### src/design/slcmx_pkg.sv
// Behaviour
// RL1 - two four-input function generators per slice, each realising any four-input function
// RL2 - each generator output reaches wide muxes, carry logic, slice outputs, storage input
// RL3 - bottom pair mux picks between the two generators, selected by bottom side feed
// RL4 - top cascade mux picks between two cascade feed inputs, selected by top side feed
// RL5 - wide mux passes low input on select 0, high on 1; both outputs equal
// RL6 - local output feeds cascade feedback; general output drives the slice outputs
// RL7 - six, seven, eight input muxes cascade in order from pair mux results
// RL8 - carry enters as carry from below and leaves as carry to above
// RL9 - chain start picks carry from below or bottom side feed, fixed by configuration
// RL10 - low generate picks input one, input two, product, side feed, one or zero
// RL11 - high generate picks input one, input two, product, side feed, one or zero
// RL12 - low carry mux gives chain start on propagate 1, low generate on 0
// RL13 - high carry mux gives low carry on propagate 1, high generate on 0
// RL14 - each propagate select is its generator output or constant one
// RL15 - bottom sum is bottom generator output xor chain start value
// RL16 - top sum is top generator output xor low carry value
// RL17 - each product gate ands its generator's first two inputs into its generate mux
// RL18 - generator half-sum steers carry select; sum gate completes two bits per slice
// RL19 - each generator returns the truth-table bit addressed by its four inputs
package slcmx_pkg;

   localparam int LUT_INPUTS = 4;
   localparam int LUT_DEPTH = 16;
   localparam int HALVES = 2;
   localparam int HALF_BOT = 0;
   localparam int HALF_TOP = 1;
   localparam int IN_ONE = 0;
   localparam int IN_TWO = 1;
   localparam int CASCADE_POSITION = 6;
   localparam logic OUT_RESET = 1'h0;

   typedef enum logic [2:0] {
      SLCMX_GEN_IN_ONE = 3'h0,
      SLCMX_GEN_IN_TWO = 3'h1,
      SLCMX_GEN_PRODUCT = 3'h2,
      SLCMX_GEN_SIDE = 3'h3,
      SLCMX_GEN_ONE = 3'h4,
      SLCMX_GEN_ZERO = 3'h5
   } slcmx_gen_sel_t;

   typedef enum logic {
      SLCMX_CHAIN_CARRY = 1'h0,
      SLCMX_CHAIN_SIDE = 1'h1
   } slcmx_chain_sel_t;

   typedef enum logic {
      SLCMX_PROP_LUT = 1'h0,
      SLCMX_PROP_ONE = 1'h1
   } slcmx_prop_sel_t;

   typedef enum logic {
      SLCMX_OUT_LUT = 1'h0,
      SLCMX_OUT_SUM = 1'h1
   } slcmx_out_sel_t;

endpackage : slcmx_pkg

### src/design/slcmx_lut4.sv
`timescale 1ns/100ps
// function generator: the truth table is static configuration, inputs address one bit
module slcmx_lut4 #(
   parameter int INPUTS = 4
) (
   input logic [(2**INPUTS)-1:0] truth_i,
   input logic [INPUTS-1:0] sel_i,
   output logic fout_o
);

   assign fout_o = truth_i[sel_i]; // [RL1] [RL19]

endmodule : slcmx_lut4

### src/design/slcmx_slice.sv
`timescale 1ns/100ps
// combinational slice core; every output is retimed once so the top drives from flops
module slcmx_slice #(
   parameter int CASCADE_POSITION = slcmx_pkg::CASCADE_POSITION
) (
   input logic mclk_i,
   input logic resetn_i,
   input logic [slcmx_pkg::LUT_INPUTS-1:0] bottom_lut_in_i,
   input logic [slcmx_pkg::LUT_INPUTS-1:0] top_lut_in_i,
   input logic bottom_side_feed_i,
   input logic top_side_feed_i,
   input logic cascade_feed_in_a_i,
   input logic cascade_feed_in_b_i,
   input logic carry_from_below_i,
   input logic [slcmx_pkg::LUT_DEPTH-1:0] cfg_bottom_truth_i,
   input logic [slcmx_pkg::LUT_DEPTH-1:0] cfg_top_truth_i,
   input slcmx_pkg::slcmx_chain_sel_t cfg_chain_start_i,
   input slcmx_pkg::slcmx_gen_sel_t cfg_low_gen_i,
   input slcmx_pkg::slcmx_gen_sel_t cfg_high_gen_i,
   input slcmx_pkg::slcmx_prop_sel_t cfg_low_prop_i,
   input slcmx_pkg::slcmx_prop_sel_t cfg_high_prop_i,
   input slcmx_pkg::slcmx_out_sel_t cfg_x_sel_i,
   input slcmx_pkg::slcmx_out_sel_t cfg_y_sel_i,
   output logic bottom_lut_o,
   output logic top_lut_o,
   output logic pair_select_o,
   output logic pair_near_feedback_out_o,
   output logic cascade_select_o,
   output logic cascade_near_feedback_out_o,
   output logic carry_to_above_o,
   output logic low_sum_o,
   output logic high_sum_o,
   output logic x_o,
   output logic y_o
);

   ////////////////////////////////////////////////////////////////////////////////
   // helpers

   function automatic logic wide_mux(input logic sel, input logic lo, input logic hi);
      wide_mux = sel ? hi : lo; // [RL5]
   endfunction : wide_mux

   function automatic logic gen_pick(input slcmx_pkg::slcmx_gen_sel_t sel,
                                     input logic in_one, input logic in_two,
                                     input logic product, input logic side);
      logic r;
      r = 1'h0;
      case (sel)
         slcmx_pkg::SLCMX_GEN_IN_ONE: begin
            r = in_one;
         end
         slcmx_pkg::SLCMX_GEN_IN_TWO: begin
            r = in_two;
         end
         slcmx_pkg::SLCMX_GEN_PRODUCT: begin
            r = product;
         end
         slcmx_pkg::SLCMX_GEN_SIDE: begin
            r = side;
         end
         slcmx_pkg::SLCMX_GEN_ONE: begin
            r = 1'h1;
         end
         slcmx_pkg::SLCMX_GEN_ZERO: begin
            r = 1'h0;
         end
         // unused codes fall back to a quiet zero generate
         default: begin
            r = 1'h0;
         end
      endcase
      gen_pick = r;
   endfunction : gen_pick

   ////////////////////////////////////////////////////////////////////////////////
   // function generators

   logic [slcmx_pkg::LUT_INPUTS-1:0] lut_in [slcmx_pkg::HALVES];
   logic [slcmx_pkg::LUT_DEPTH-1:0] lut_truth [slcmx_pkg::HALVES];
   logic [slcmx_pkg::HALVES-1:0] lut_out;
   logic [slcmx_pkg::HALVES-1:0] product;

   assign lut_in[slcmx_pkg::HALF_BOT] = bottom_lut_in_i;
   assign lut_in[slcmx_pkg::HALF_TOP] = top_lut_in_i;
   assign lut_truth[slcmx_pkg::HALF_BOT] = cfg_bottom_truth_i;
   assign lut_truth[slcmx_pkg::HALF_TOP] = cfg_top_truth_i;

   generate
      for (genvar h = 0; h < slcmx_pkg::HALVES; h++) begin : g_half
         slcmx_lut4 #(
            .INPUTS(slcmx_pkg::LUT_INPUTS)
         ) u_lut (
            .truth_i(lut_truth[h]),
            .sel_i(lut_in[h]),
            .fout_o(lut_out[h])
         ); // [RL1] [RL19]
         // product gate duplicates one partial product outside the table
         assign product[h] = lut_in[h][slcmx_pkg::IN_ONE] & lut_in[h][slcmx_pkg::IN_TWO]; // [RL17]
      end
   endgenerate

   ////////////////////////////////////////////////////////////////////////////////
   // wide multiplexers and carry chain

   logic pair_d;
   logic cascade_d;
   logic chain_start;
   logic low_gen;
   logic high_gen;
   logic low_prop;
   logic high_prop;
   logic low_carry;
   logic high_carry;
   logic low_sum;
   logic high_sum;
   logic x_d;
   logic y_d;

   always_comb begin
      // bottom generator on select 0, top generator on select 1
      pair_d = wide_mux(bottom_side_feed_i, lut_out[slcmx_pkg::HALF_BOT],
                        lut_out[slcmx_pkg::HALF_TOP]); // [RL3] [RL2]
      // cascade inputs come from pair or cascade results, here or in a neighbour
      cascade_d = wide_mux(top_side_feed_i, cascade_feed_in_a_i, cascade_feed_in_b_i); // [RL4] [RL7]
   end

   always_comb begin
      chain_start = (cfg_chain_start_i == slcmx_pkg::SLCMX_CHAIN_SIDE) ?
                    bottom_side_feed_i : carry_from_below_i; // [RL9] [RL8]
      low_gen = gen_pick(cfg_low_gen_i, bottom_lut_in_i[slcmx_pkg::IN_ONE],
                         bottom_lut_in_i[slcmx_pkg::IN_TWO],
                         product[slcmx_pkg::HALF_BOT], bottom_side_feed_i); // [RL10] [RL17]
      high_gen = gen_pick(cfg_high_gen_i, top_lut_in_i[slcmx_pkg::IN_ONE],
                          top_lut_in_i[slcmx_pkg::IN_TWO],
                          product[slcmx_pkg::HALF_TOP], top_side_feed_i); // [RL11] [RL17]
      // half-sum in the table steers the carry mux
      low_prop = (cfg_low_prop_i == slcmx_pkg::SLCMX_PROP_ONE) ?
                 1'h1 : lut_out[slcmx_pkg::HALF_BOT]; // [RL14] [RL18]
      high_prop = (cfg_high_prop_i == slcmx_pkg::SLCMX_PROP_ONE) ?
                  1'h1 : lut_out[slcmx_pkg::HALF_TOP]; // [RL14] [RL18]
      low_carry = low_prop ? chain_start : low_gen; // [RL12]
      high_carry = high_prop ? low_carry : high_gen; // [RL13] [RL8]
      low_sum = lut_out[slcmx_pkg::HALF_BOT] ^ chain_start; // [RL15] [RL18]
      high_sum = lut_out[slcmx_pkg::HALF_TOP] ^ low_carry; // [RL16] [RL18]
      x_d = (cfg_x_sel_i == slcmx_pkg::SLCMX_OUT_SUM) ?
            low_sum : lut_out[slcmx_pkg::HALF_BOT]; // [RL2] [RL15]
      y_d = (cfg_y_sel_i == slcmx_pkg::SLCMX_OUT_SUM) ?
            high_sum : lut_out[slcmx_pkg::HALF_TOP]; // [RL2] [RL16]
   end

   ////////////////////////////////////////////////////////////////////////////////
   // output flops; one cycle of latency is the price of flop-driven outputs

   logic bottom_lut_q;
   logic top_lut_q;
   logic pair_gen_q;
   logic pair_loc_q;
   logic casc_gen_q;
   logic casc_loc_q;
   logic carry_q;
   logic low_sum_q;
   logic high_sum_q;
   logic x_q;
   logic y_q;

   always_ff @(posedge mclk_i or negedge resetn_i) begin
      if (!resetn_i) begin
         bottom_lut_q <= slcmx_pkg::OUT_RESET;
         top_lut_q <= slcmx_pkg::OUT_RESET;
      end else begin
         bottom_lut_q <= lut_out[slcmx_pkg::HALF_BOT]; // [RL2]
         top_lut_q <= lut_out[slcmx_pkg::HALF_TOP]; // [RL2]
      end
   end

   // local and general copies kept as separate flops so each can be routed apart
   always_ff @(posedge mclk_i or negedge resetn_i) begin
      if (!resetn_i) begin
         pair_gen_q <= slcmx_pkg::OUT_RESET;
         pair_loc_q <= slcmx_pkg::OUT_RESET;
         casc_gen_q <= slcmx_pkg::OUT_RESET;
         casc_loc_q <= slcmx_pkg::OUT_RESET;
      end else begin
         pair_gen_q <= pair_d; // [RL6]
         pair_loc_q <= pair_d; // [RL6]
         casc_gen_q <= cascade_d; // [RL6]
         casc_loc_q <= cascade_d; // [RL6]
      end
   end

   always_ff @(posedge mclk_i or negedge resetn_i) begin
      if (!resetn_i) begin
         carry_q <= slcmx_pkg::OUT_RESET;
         low_sum_q <= slcmx_pkg::OUT_RESET;
         high_sum_q <= slcmx_pkg::OUT_RESET;
      end else begin
         carry_q <= high_carry; // [RL13]
         low_sum_q <= low_sum; // [RL15]
         high_sum_q <= high_sum; // [RL16]
      end
   end

   always_ff @(posedge mclk_i or negedge resetn_i) begin
      if (!resetn_i) begin
         x_q <= slcmx_pkg::OUT_RESET;
         y_q <= slcmx_pkg::OUT_RESET;
      end else begin
         x_q <= x_d;
         y_q <= y_d;
      end
   end

   assign bottom_lut_o = bottom_lut_q;
   assign top_lut_o = top_lut_q;
   assign pair_select_o = pair_gen_q;
   assign pair_near_feedback_out_o = pair_loc_q;
   assign cascade_select_o = casc_gen_q;
   assign cascade_near_feedback_out_o = casc_loc_q;
   assign carry_to_above_o = carry_q;
   assign low_sum_o = low_sum_q;
   assign high_sum_o = high_sum_q;
   assign x_o = x_q;
   assign y_o = y_q;

   // checks other than a_local_eq wait one edge after reset, until the output flops hold real results
   logic armed_q;

   always_ff @(posedge mclk_i or negedge resetn_i) begin
      if (!resetn_i) begin
         armed_q <= 1'h0;
      end else begin
         armed_q <= 1'h1;
      end
   end

   ////////////////////////////////////////////////////////////////////////////////
   // checks against the pins one cycle earlier, except a_local_eq, which compares the outputs alone

   property p_lut_lookup;
      @(posedge mclk_i) disable iff (!resetn_i)
      armed_q |->
      bottom_lut_o == $past(cfg_bottom_truth_i[bottom_lut_in_i]) &&
      top_lut_o == $past(cfg_top_truth_i[top_lut_in_i]);
   endproperty
   a_lut_lookup: assert property (p_lut_lookup) else $error("lut output wrong"); // [RL19]

   property p_pair_sel;
      @(posedge mclk_i) disable iff (!resetn_i)
      armed_q && $past(bottom_side_feed_i) |-> pair_select_o == top_lut_o;
   endproperty
   a_pair_sel: assert property (p_pair_sel) else $error("pair mux high wrong"); // [RL3]

   property p_pair_low;
      @(posedge mclk_i) disable iff (!resetn_i)
      armed_q && !$past(bottom_side_feed_i) |-> pair_select_o == bottom_lut_o;
   endproperty
   a_pair_low: assert property (p_pair_low) else $error("pair mux low wrong"); // [RL5]

   property p_cascade;
      @(posedge mclk_i) disable iff (!resetn_i)
      armed_q |->
      cascade_select_o == ($past(top_side_feed_i) ? $past(cascade_feed_in_b_i)
                                                  : $past(cascade_feed_in_a_i));
   endproperty
   a_cascade: assert property (p_cascade) else $error("cascade mux wrong"); // [RL4]

   property p_local_eq;
      @(posedge mclk_i) disable iff (!resetn_i)
      pair_near_feedback_out_o == pair_select_o &&
      cascade_near_feedback_out_o == cascade_select_o;
   endproperty
   a_local_eq: assert property (p_local_eq) else $error("local and general differ"); // [RL6]

   property p_low_sum;
      @(posedge mclk_i) disable iff (!resetn_i)
      armed_q |->
      low_sum_o == (bottom_lut_o ^ ($past(cfg_chain_start_i) == slcmx_pkg::SLCMX_CHAIN_SIDE ?
                    $past(bottom_side_feed_i) : $past(carry_from_below_i)));
   endproperty
   a_low_sum: assert property (p_low_sum) else $error("bottom sum wrong"); // [RL15]

   property p_prop_all;
      @(posedge mclk_i) disable iff (!resetn_i)
      (armed_q && $past(cfg_low_prop_i) == slcmx_pkg::SLCMX_PROP_ONE &&
       $past(cfg_high_prop_i) == slcmx_pkg::SLCMX_PROP_ONE &&
       $past(cfg_chain_start_i) == slcmx_pkg::SLCMX_CHAIN_CARRY)
      |-> carry_to_above_o == $past(carry_from_below_i);
   endproperty
   a_prop_all: assert property (p_prop_all) else $error("carry not propagated"); // [RL12]

   property p_high_gen;
      @(posedge mclk_i) disable iff (!resetn_i)
      (armed_q && $past(cfg_high_prop_i) == slcmx_pkg::SLCMX_PROP_LUT && !top_lut_o &&
       $past(cfg_high_gen_i) == slcmx_pkg::SLCMX_GEN_PRODUCT)
      |-> carry_to_above_o == ($past(top_lut_in_i[0]) & $past(top_lut_in_i[1]));
   endproperty
   a_high_gen: assert property (p_high_gen) else $error("top generate wrong"); // [RL13]

   property p_low_gen_const;
      @(posedge mclk_i) disable iff (!resetn_i)
      (armed_q && $past(cfg_low_prop_i) == slcmx_pkg::SLCMX_PROP_LUT && !bottom_lut_o &&
       $past(cfg_high_prop_i) == slcmx_pkg::SLCMX_PROP_ONE &&
       $past(cfg_low_gen_i) == slcmx_pkg::SLCMX_GEN_ONE)
      |-> carry_to_above_o && (high_sum_o == !top_lut_o);
   endproperty
   a_low_gen_const: assert property (p_low_gen_const) else $error("low generate wrong"); // [RL10]

   property p_x_sel;
      @(posedge mclk_i) disable iff (!resetn_i)
      armed_q |->
      x_o == ($past(cfg_x_sel_i) == slcmx_pkg::SLCMX_OUT_SUM ? low_sum_o : bottom_lut_o) &&
      y_o == ($past(cfg_y_sel_i) == slcmx_pkg::SLCMX_OUT_SUM ? high_sum_o : top_lut_o);
   endproperty
   a_x_sel: assert property (p_x_sel) else $error("slice output select wrong"); // [RL2]

endmodule : slcmx_slice
### config.mk
export PLATFORM = sky130hd
export DESIGN_NAME = slcmx_slice
export DESIGN_NICKNAME = d
export VERILOG_FILES = /design/src/design/slcmx_pkg.sv /design/src/design/slcmx_lut4.sv /design/src/design/slcmx_slice.sv
export SDC_FILE = /design/constraint.sdc
export NUM_CORES = 1
export LEC_CHECK = 0
export BUFFER_PORTS_ARGS = -buffer_cell sky130_fd_sc_hd__buf_2
export CAP_MARGIN = 25
export CELL_PAD_IN_SITES_DETAIL_PLACEMENT = 1
export CELL_PAD_IN_SITES_GLOBAL_PLACEMENT = 2
export CORE_ASPECT_RATIO = 1.25
export CORE_MARGIN = 2
export CORE_UTILIZATION = 18
export DETAILED_ROUTE_END_ITERATION = 12
export PLACE_DENSITY = 0.83
export SETUP_SLACK_MARGIN = 0.5
export SYNTH_ARGS = -nofsm -noshare
export SYNTH_HDL_FRONTEND = slang
export SYNTH_SLANG_ARGS = --single-unit
### constraint.sdc
create_clock -name mclk_i -period 0.8 [get_ports mclk_i]
set_input_delay 0 -clock mclk_i [delete_from_list [all_inputs] [get_ports mclk_i]]
set_output_delay 0 -clock mclk_i [all_outputs]
set_load 0.02 [all_outputs]
==> impl_metrics.env, run 1 <==
export IMPL_n_fill_cell=484
export IMPL_cts_htree_levels=1
export IMPL_cts_buffers=3
export IMPL_wl_per_cell_um=13.74
export IMPL_cts_tree="built"
export IMPL_min_period_ns=1.163
export IMPL_ant_nets=0
export IMPL_syn_inst=55
export IMPL_drive_gt1_share_pct=76.47
export IMPL_dp_cells=186
export IMPL_core_area_um2=4034
export IMPL_violations="hold timing, setup timing"
export IMPL_synth_simple_gate_area_share_pct=3.035
export IMPL_worst_slack_ns=-0.3627
export IMPL_status="finished, violations left"
export IMPL_cp_max_fo=6
export IMPL_cts_sinks=9
export IMPL_seq_area_frac_synth_pct=30.35
export IMPL_num_vias=815
export IMPL_grtUsageTotal_pct=11.80
export IMPL_fin_total_pwr_w=0.002052
export IMPL_drv_slew=0
export IMPL_fin_setup_tns_ns=-2.163
export IMPL_grt_pass1_vias=944
export IMPL_die_area_um2=4655
export IMPL_area_delta_synth_final_pct=86.00
export IMPL_worst_path_max_delay_cell="mux4_2"
export IMPL_synth_top_family_by_area="multiplexers"
export IMPL_grt_start_max_net_pins=10
export IMPL_power_switching_w=0.0006249
export IMPL_ys_ff_latch=9
export IMPL_syn_area_um2=742.0
export IMPL_synth_fa_ha_area_share_pct=0
export IMPL_yosysWarnings=0
export IMPL_peakVddDrop_mv=0.4248
export IMPL_p_comb_share_pct=45.5
export IMPL_final_common_cell="buf_2"
export IMPL_power_share_clock_pct=25.8
export IMPL_max_freq_ghz=0.8601
export IMPL_max_slew_worst_pin_slew_ns=0.3486
export IMPL_die_y_um=75.78
export IMPL_die_x_um=61.43
export IMPL_swShare_pct=30.45
export IMPL_io_pins=69
export IMPL_stdcell_count=192
export IMPL_path_clk_slew_ns=0.05
export IMPL_slew_headroom_pct=76.76
export IMPL_synthMuxAreaShare_pct=41.48
export IMPL_fin_nets=195
export IMPL_power_density_nw_per_um2=1487
export IMPL_final_hold_violation_count=9
export IMPL_drt_total_wl_um=2639
export IMPL_critical_path_required_ns=0.92
export IMPL_antenna_found_initial=0
export IMPL_grt_pass1_wl_um=4022
export IMPL_io_buffers=68
export IMPL_maxCapViolCount=0
export IMPL_cp_start_kind="primary input"
export IMPL_fin_hold_ws_ns=-0.3922
export IMPL_clk_path_buf_depth=2
export IMPL_syn_num_nets=113
export IMPL_crit_chain="buf_8, mux4_2, mux2i_4, o22ai_2, mux2_1"
export IMPL_power_frac_seq_pct=28.8
export IMPL_hpwl_um=2391
export IMPL_cp_arrival_ns=1.28
export IMPL_finalCritPeriodShare_pct=145.3
export IMPL_gp_congestion=0.6796
export IMPL_rsz0062_at_grt="true"
export IMPL_mostFrequentLayoutCells="buf_2, buf_4, buf_6, mux4_2, dfrtp_1"
export IMPL_hold_class="in2async"
export IMPL_vias_per_cell=4.245
export IMPL_cts_root_buf="clkbuf_8"
export IMPL_dr_first_iter_drc_count=3
export IMPL_drc=0
export IMPL_rows=26
export IMPL_antennaDiodeCount=0
export IMPL_grt_overflow=0
export IMPL_crit_type="in2reg"
export IMPL_postSynthAreaPerCell_um2=13.49
export IMPL_end_kind="register"
export IMPL_synth_xor_area_share_pct=4.722
export IMPL_drtPass1Iterations=3
export IMPL_max_stage_delay_ns=0.52
export IMPL_p_int_w=0.001427
export IMPL_final_util_pct=34.21
export IMPL_cellLeakagePower_nw=0.6643
export IMPL_setup_viol=8
export IMPL_start_util_pct=18.39
export IMPL_synth_compound_area_share_pct=15.35
export IMPL_synth_cell_types=25
[repair_timing]
action                                  CTS  global route
resized for setup                        31             3
cloned                                    0             0
setup buffers                             1             1
hold endpoints to repair                  9            10
pin swaps                                 5             2
endpoints found under the setup margin   19            19
[cell usage after synthesis]
cell type,instances,share of area [%]
dfrtp_1,9,30
mux2i_1,6,8.1
mux2_2,4,6.1
mux4_2,4,12
inv_1,3,1.5
mux4_1,3,11
o22ai_2,3,5.1
xnor2_1,3,3.5
buf_4,2,2.0
nand2_1,2,1.0
nor2_1,2,1.0
a211o_1,1,1.2
a211oi_1,1,1.0
a21oi_1,1,0.67
a31oi_1,1,0.84
buf_6,1,1.5
mux2_1,1,1.5
mux2i_4,1,3.0
o21ai_0,1,0.67
o221a_2,1,1.5
o221ai_2,1,2.0
o31ai_1,1,1.0
o32a_1,1,1.3
or2b_1,1,1.0
xor2_1,1,1.2
[area by class of cell]
| type | instances | area (um2) | share of cell area (%) |
|---|---|---|---|
| well taps | 56 | 70.07 | 5.077 |
| clock buffers | 4 | 45.04 | 3.264 |
| flip-flops and latches | 9 | 227.7 | 16.50 |
| multi-input cells | 40 | 496.7 | 35.99 |
| repair buffers | 80 | 529.3 | 38.35 |
| inverters | 3 | 11.26 | 0.8160 |
[power groups by stage]
stage	Sequential (W)	Clock (W)	Combinational, W
floorplan	0.000685	0	0.000331
global placement	0.000571	0	0.000756
detailed placement	0.000575	0	0.000788
CTS	0.000593	0.000545	0.000927
global route	0.000598	0.000579	0.00101
finish	0.000590	0.000529	0.000933
[cell families (layout without fill, tap and decap cells)]
family	count (synthesis)	count (layout)
buf+inv	6	87
xor+xnor	4	4
flops	9	9
simple gates	5	5
compound gates	12	12
mux	19	19
[critical path, delay by kind of cell]
| kind | cells | cell delay, ns |
|---|---|---|
| buf+inv | 1 | 0.09 |
| mux | 3 | 1.03 |
| compound gates | 1 | 0.16 |
[worst paths after layout]
kind,start,endpoint,slack [ns],cells after the start
min in group mclk_i,cascade_feed_in_a_i,cascade_near_feedback_out_o,0,2
max in group asynchronous,resetn_i,cascade_near_feedback_out_o,0.99,1
hold / removal,resetn_i,low_sum_o,-0.39,1
setup / recovery,bottom_lut_in_i[1],pair_near_feedback_out_o,-0.36,5
[per-layer routing]
layer | vias up | global-route usage [%] | part of all wire, %
met1 | 386 | 12.75 | 35
li1 | 379 | - | -
met4 | 0 | 4.255 | 0.91
met3 | 2 | 1.528 | 6.4
met5 | - | 0 | 0
met2 | 48 | 22.81 | 57
[per-stage QoR]
stage               hold WS [ns]  instance area, um2  setup slack (ns)
floorplan                -0.2956               752.0           -0.5703
global placement         -0.1490                1200           -0.6652
detailed placement       -0.1388                1200           -0.7363
CTS                      -0.3924                1353           -0.3701
global route             -0.3898                1380           -0.4541
finish                   -0.3922                1380           -0.3627
[registers in the layout (all words and copies together), names as in the netlist]
| signal | count |
|---|---|
| y_o | 1 |
| x_o | 1 |
| pair_near_feedback_out_o | 1 |
| carry_to_above_o | 1 |
| cascade_near_feedback_out_o | 1 |
| high_sum_o | 1 |
| low_sum_o | 1 |
| top_lut_o | 1 |
| bottom_lut_o | 1 |
No activity file was read; power rests on OpenSTA's default activity.
==> inputs of run 2 (changes only) <==
CORE_UTILIZATION = 19   (was 18)
GPL_TIMING_DRIVEN = 0   (was default)
PLACE_DENSITY = 0.84   (was 0.83)
clock period = 1.3 ns   (was 0.8 ns; I/O delays follow)
==> impl_metrics.env, run 2 (synthesis results as in run 1) <==
export IMPL_cp_arrival_ns=1.29
export IMPL_drt_total_wl_um=2658
export IMPL_drv_slew=0
export IMPL_n_fill_cell=435
export IMPL_drc=0
export IMPL_grt_pass1_vias=948
export IMPL_power_density_nw_per_um2=910.1
export IMPL_crit_type="in2reg"
export IMPL_drtPass1Iterations=4
export IMPL_peakVddDrop_mv=0.2562
export IMPL_rows=25
export IMPL_end_kind="register"
export IMPL_final_common_cell="buf_2"
export IMPL_die_y_um=73.87
export IMPL_worst_slack_ns=0.1267
export IMPL_area_delta_synth_final_pct=83.98
export IMPL_gp_congestion=0.6609
export IMPL_setup_viol=0
export IMPL_cts_sinks=9
export IMPL_cts_htree_levels=1
export IMPL_max_freq_ghz=0.8523
export IMPL_cts_tree="built"
export IMPL_grt_start_max_net_pins=10
export IMPL_critical_path_required_ns=1.42
export IMPL_max_slew_worst_pin_slew_ns=0.2675
export IMPL_grtUsageTotal_pct=11.90
export IMPL_fin_setup_tns_ns=0
export IMPL_die_area_um2=4424
export IMPL_start_util_pct=19.77
export IMPL_antenna_found_initial=0
export IMPL_io_pins=69
export IMPL_final_hold_violation_count=0
export IMPL_crit_path_end="y_o"
export IMPL_rsz0062_at_grt="true"
export IMPL_path_clk_slew_ns=0.04
export IMPL_slew_headroom_pct=82.17
export IMPL_maxCapViolCount=0
export IMPL_wl_per_cell_um=15.36
export IMPL_io_buffers=67
export IMPL_die_x_um=59.90
export IMPL_vias_per_cell=4.798
export IMPL_ant_nets=0
export IMPL_num_vias=830
export IMPL_grt_overflow=0
export IMPL_cts_buffers=3
export IMPL_cp_start_kind="primary input"
export IMPL_pre_cts_ws_ns=-0.2313
export IMPL_cp_max_fo=5
export IMPL_grt_pass1_wl_um=3864
export IMPL_antennaDiodeCount=0
export IMPL_hold_class="in2reg"
export IMPL_clk_path_buf_depth=2
export IMPL_mostFrequentLayoutCells="buf_2, dfrtp_1, mux4_2, buf_6"
export IMPL_min_period_ns=1.173
export IMPL_crit_path_start="bottom_lut_in_i[1]"
export IMPL_dr_first_iter_drc_count=10
export IMPL_core_area_um2=3754
export IMPL_fin_nets=192
export IMPL_finalCritPeriodShare_pct=90.25
export IMPL_status="complete, no violations"
export IMPL_drive_gt1_share_pct=75.19
export IMPL_cellLeakagePower_nw=0.6465
export IMPL_cts_root_buf="clkbuf_8"
## run 2: layer usage
layer / up-vias / part of all wire (%) / GRT usage [%]
met3: 7 / 14 / 3.345
met5: - / 0 / 0
met1: 377 / 29 / 8.944
met2: 73 / 55 / 25.48
met4: 0 / 1.7 / 5.185
li1: 373 / - / -
## run 2: worst max-delay path: stages
cell and delay [ns]:
buf_12 0.09, mux4_2 0.54, o22ai_4 0.21, o221a_4 0.22
o221ai_2 0.11, xnor2_1 0.13
## run 2: what timing repair did
action / 4_1_cts / 5_1_grt
cloned: 0 / 0
endpoints found under the hold margin: 9 / 1
endpoints found under the setup margin: 10 / 11
gates resized for setup: 26 / 3
buffers inserted: 5 / 0
pin swaps: 6 / 1
hold buffers: 1 / 1
## run 2: layout make-up
cell class	count	area [um2]	share of cell area (%)
buffer	3	42.54	3.116
tap	40	50.05	3.666
sequential	9	225.2	16.50
timing repair buffer	74	440.4	32.26
clock buffer	4	45.04	3.300
multi-input combinational	40	550.5	40.33
inverter	3	11.26	0.8249
## run 2: worst min path at each step
stage / from / end / slack, ns / depth (start not counted)
after floorplan: resetn_i / bottom_lut_o / -0.30 / 0
after global placement: resetn_i / cascade_near_feedback_out_o / -0.15 / 1
after detailed placement: resetn_i / cascade_near_feedback_out_o / -0.14 / 1
after CTS: cascade_feed_in_b_i / cascade_near_feedback_out_o / 0.006 / 2
after global routing: cascade_feed_in_a_i / cascade_near_feedback_out_o / 0.008 / 2
final: cascade_feed_in_a_i / cascade_near_feedback_out_o / 0.02 / 2
## run 2: metrics by stage
step | hold slack (ns) | total power, W | instances | utilization [%] | cell area, um2
floorplan | -0.2956 | 0.0006164 | 55 | - | 738.2
global placement | -0.1490 | 0.0007950 | 162 | 29.93 | 1124
detailed placement | -0.1428 | 0.0008155 | 162 | 29.93 | 1124
CTS | 0.005865 | 0.001247 | 172 | 35.83 | 1345
global route | 0.008326 | 0.001321 | 173 | 36.37 | 1365
finish | 0.01764 | 0.001242 | 173 | 36.37 | 1365
## run 2: report_power, final
group | internal (W) | total, W | switching [W]
Clock | 0.000213 | 0.000314 | 0.000101
Sequential | 0.000332 | 0.000350 | 0.0000183
Combinational | 0.000309 | 0.000578 | 0.000269
Total | 0.000854 | 0.00124 | 0.000389
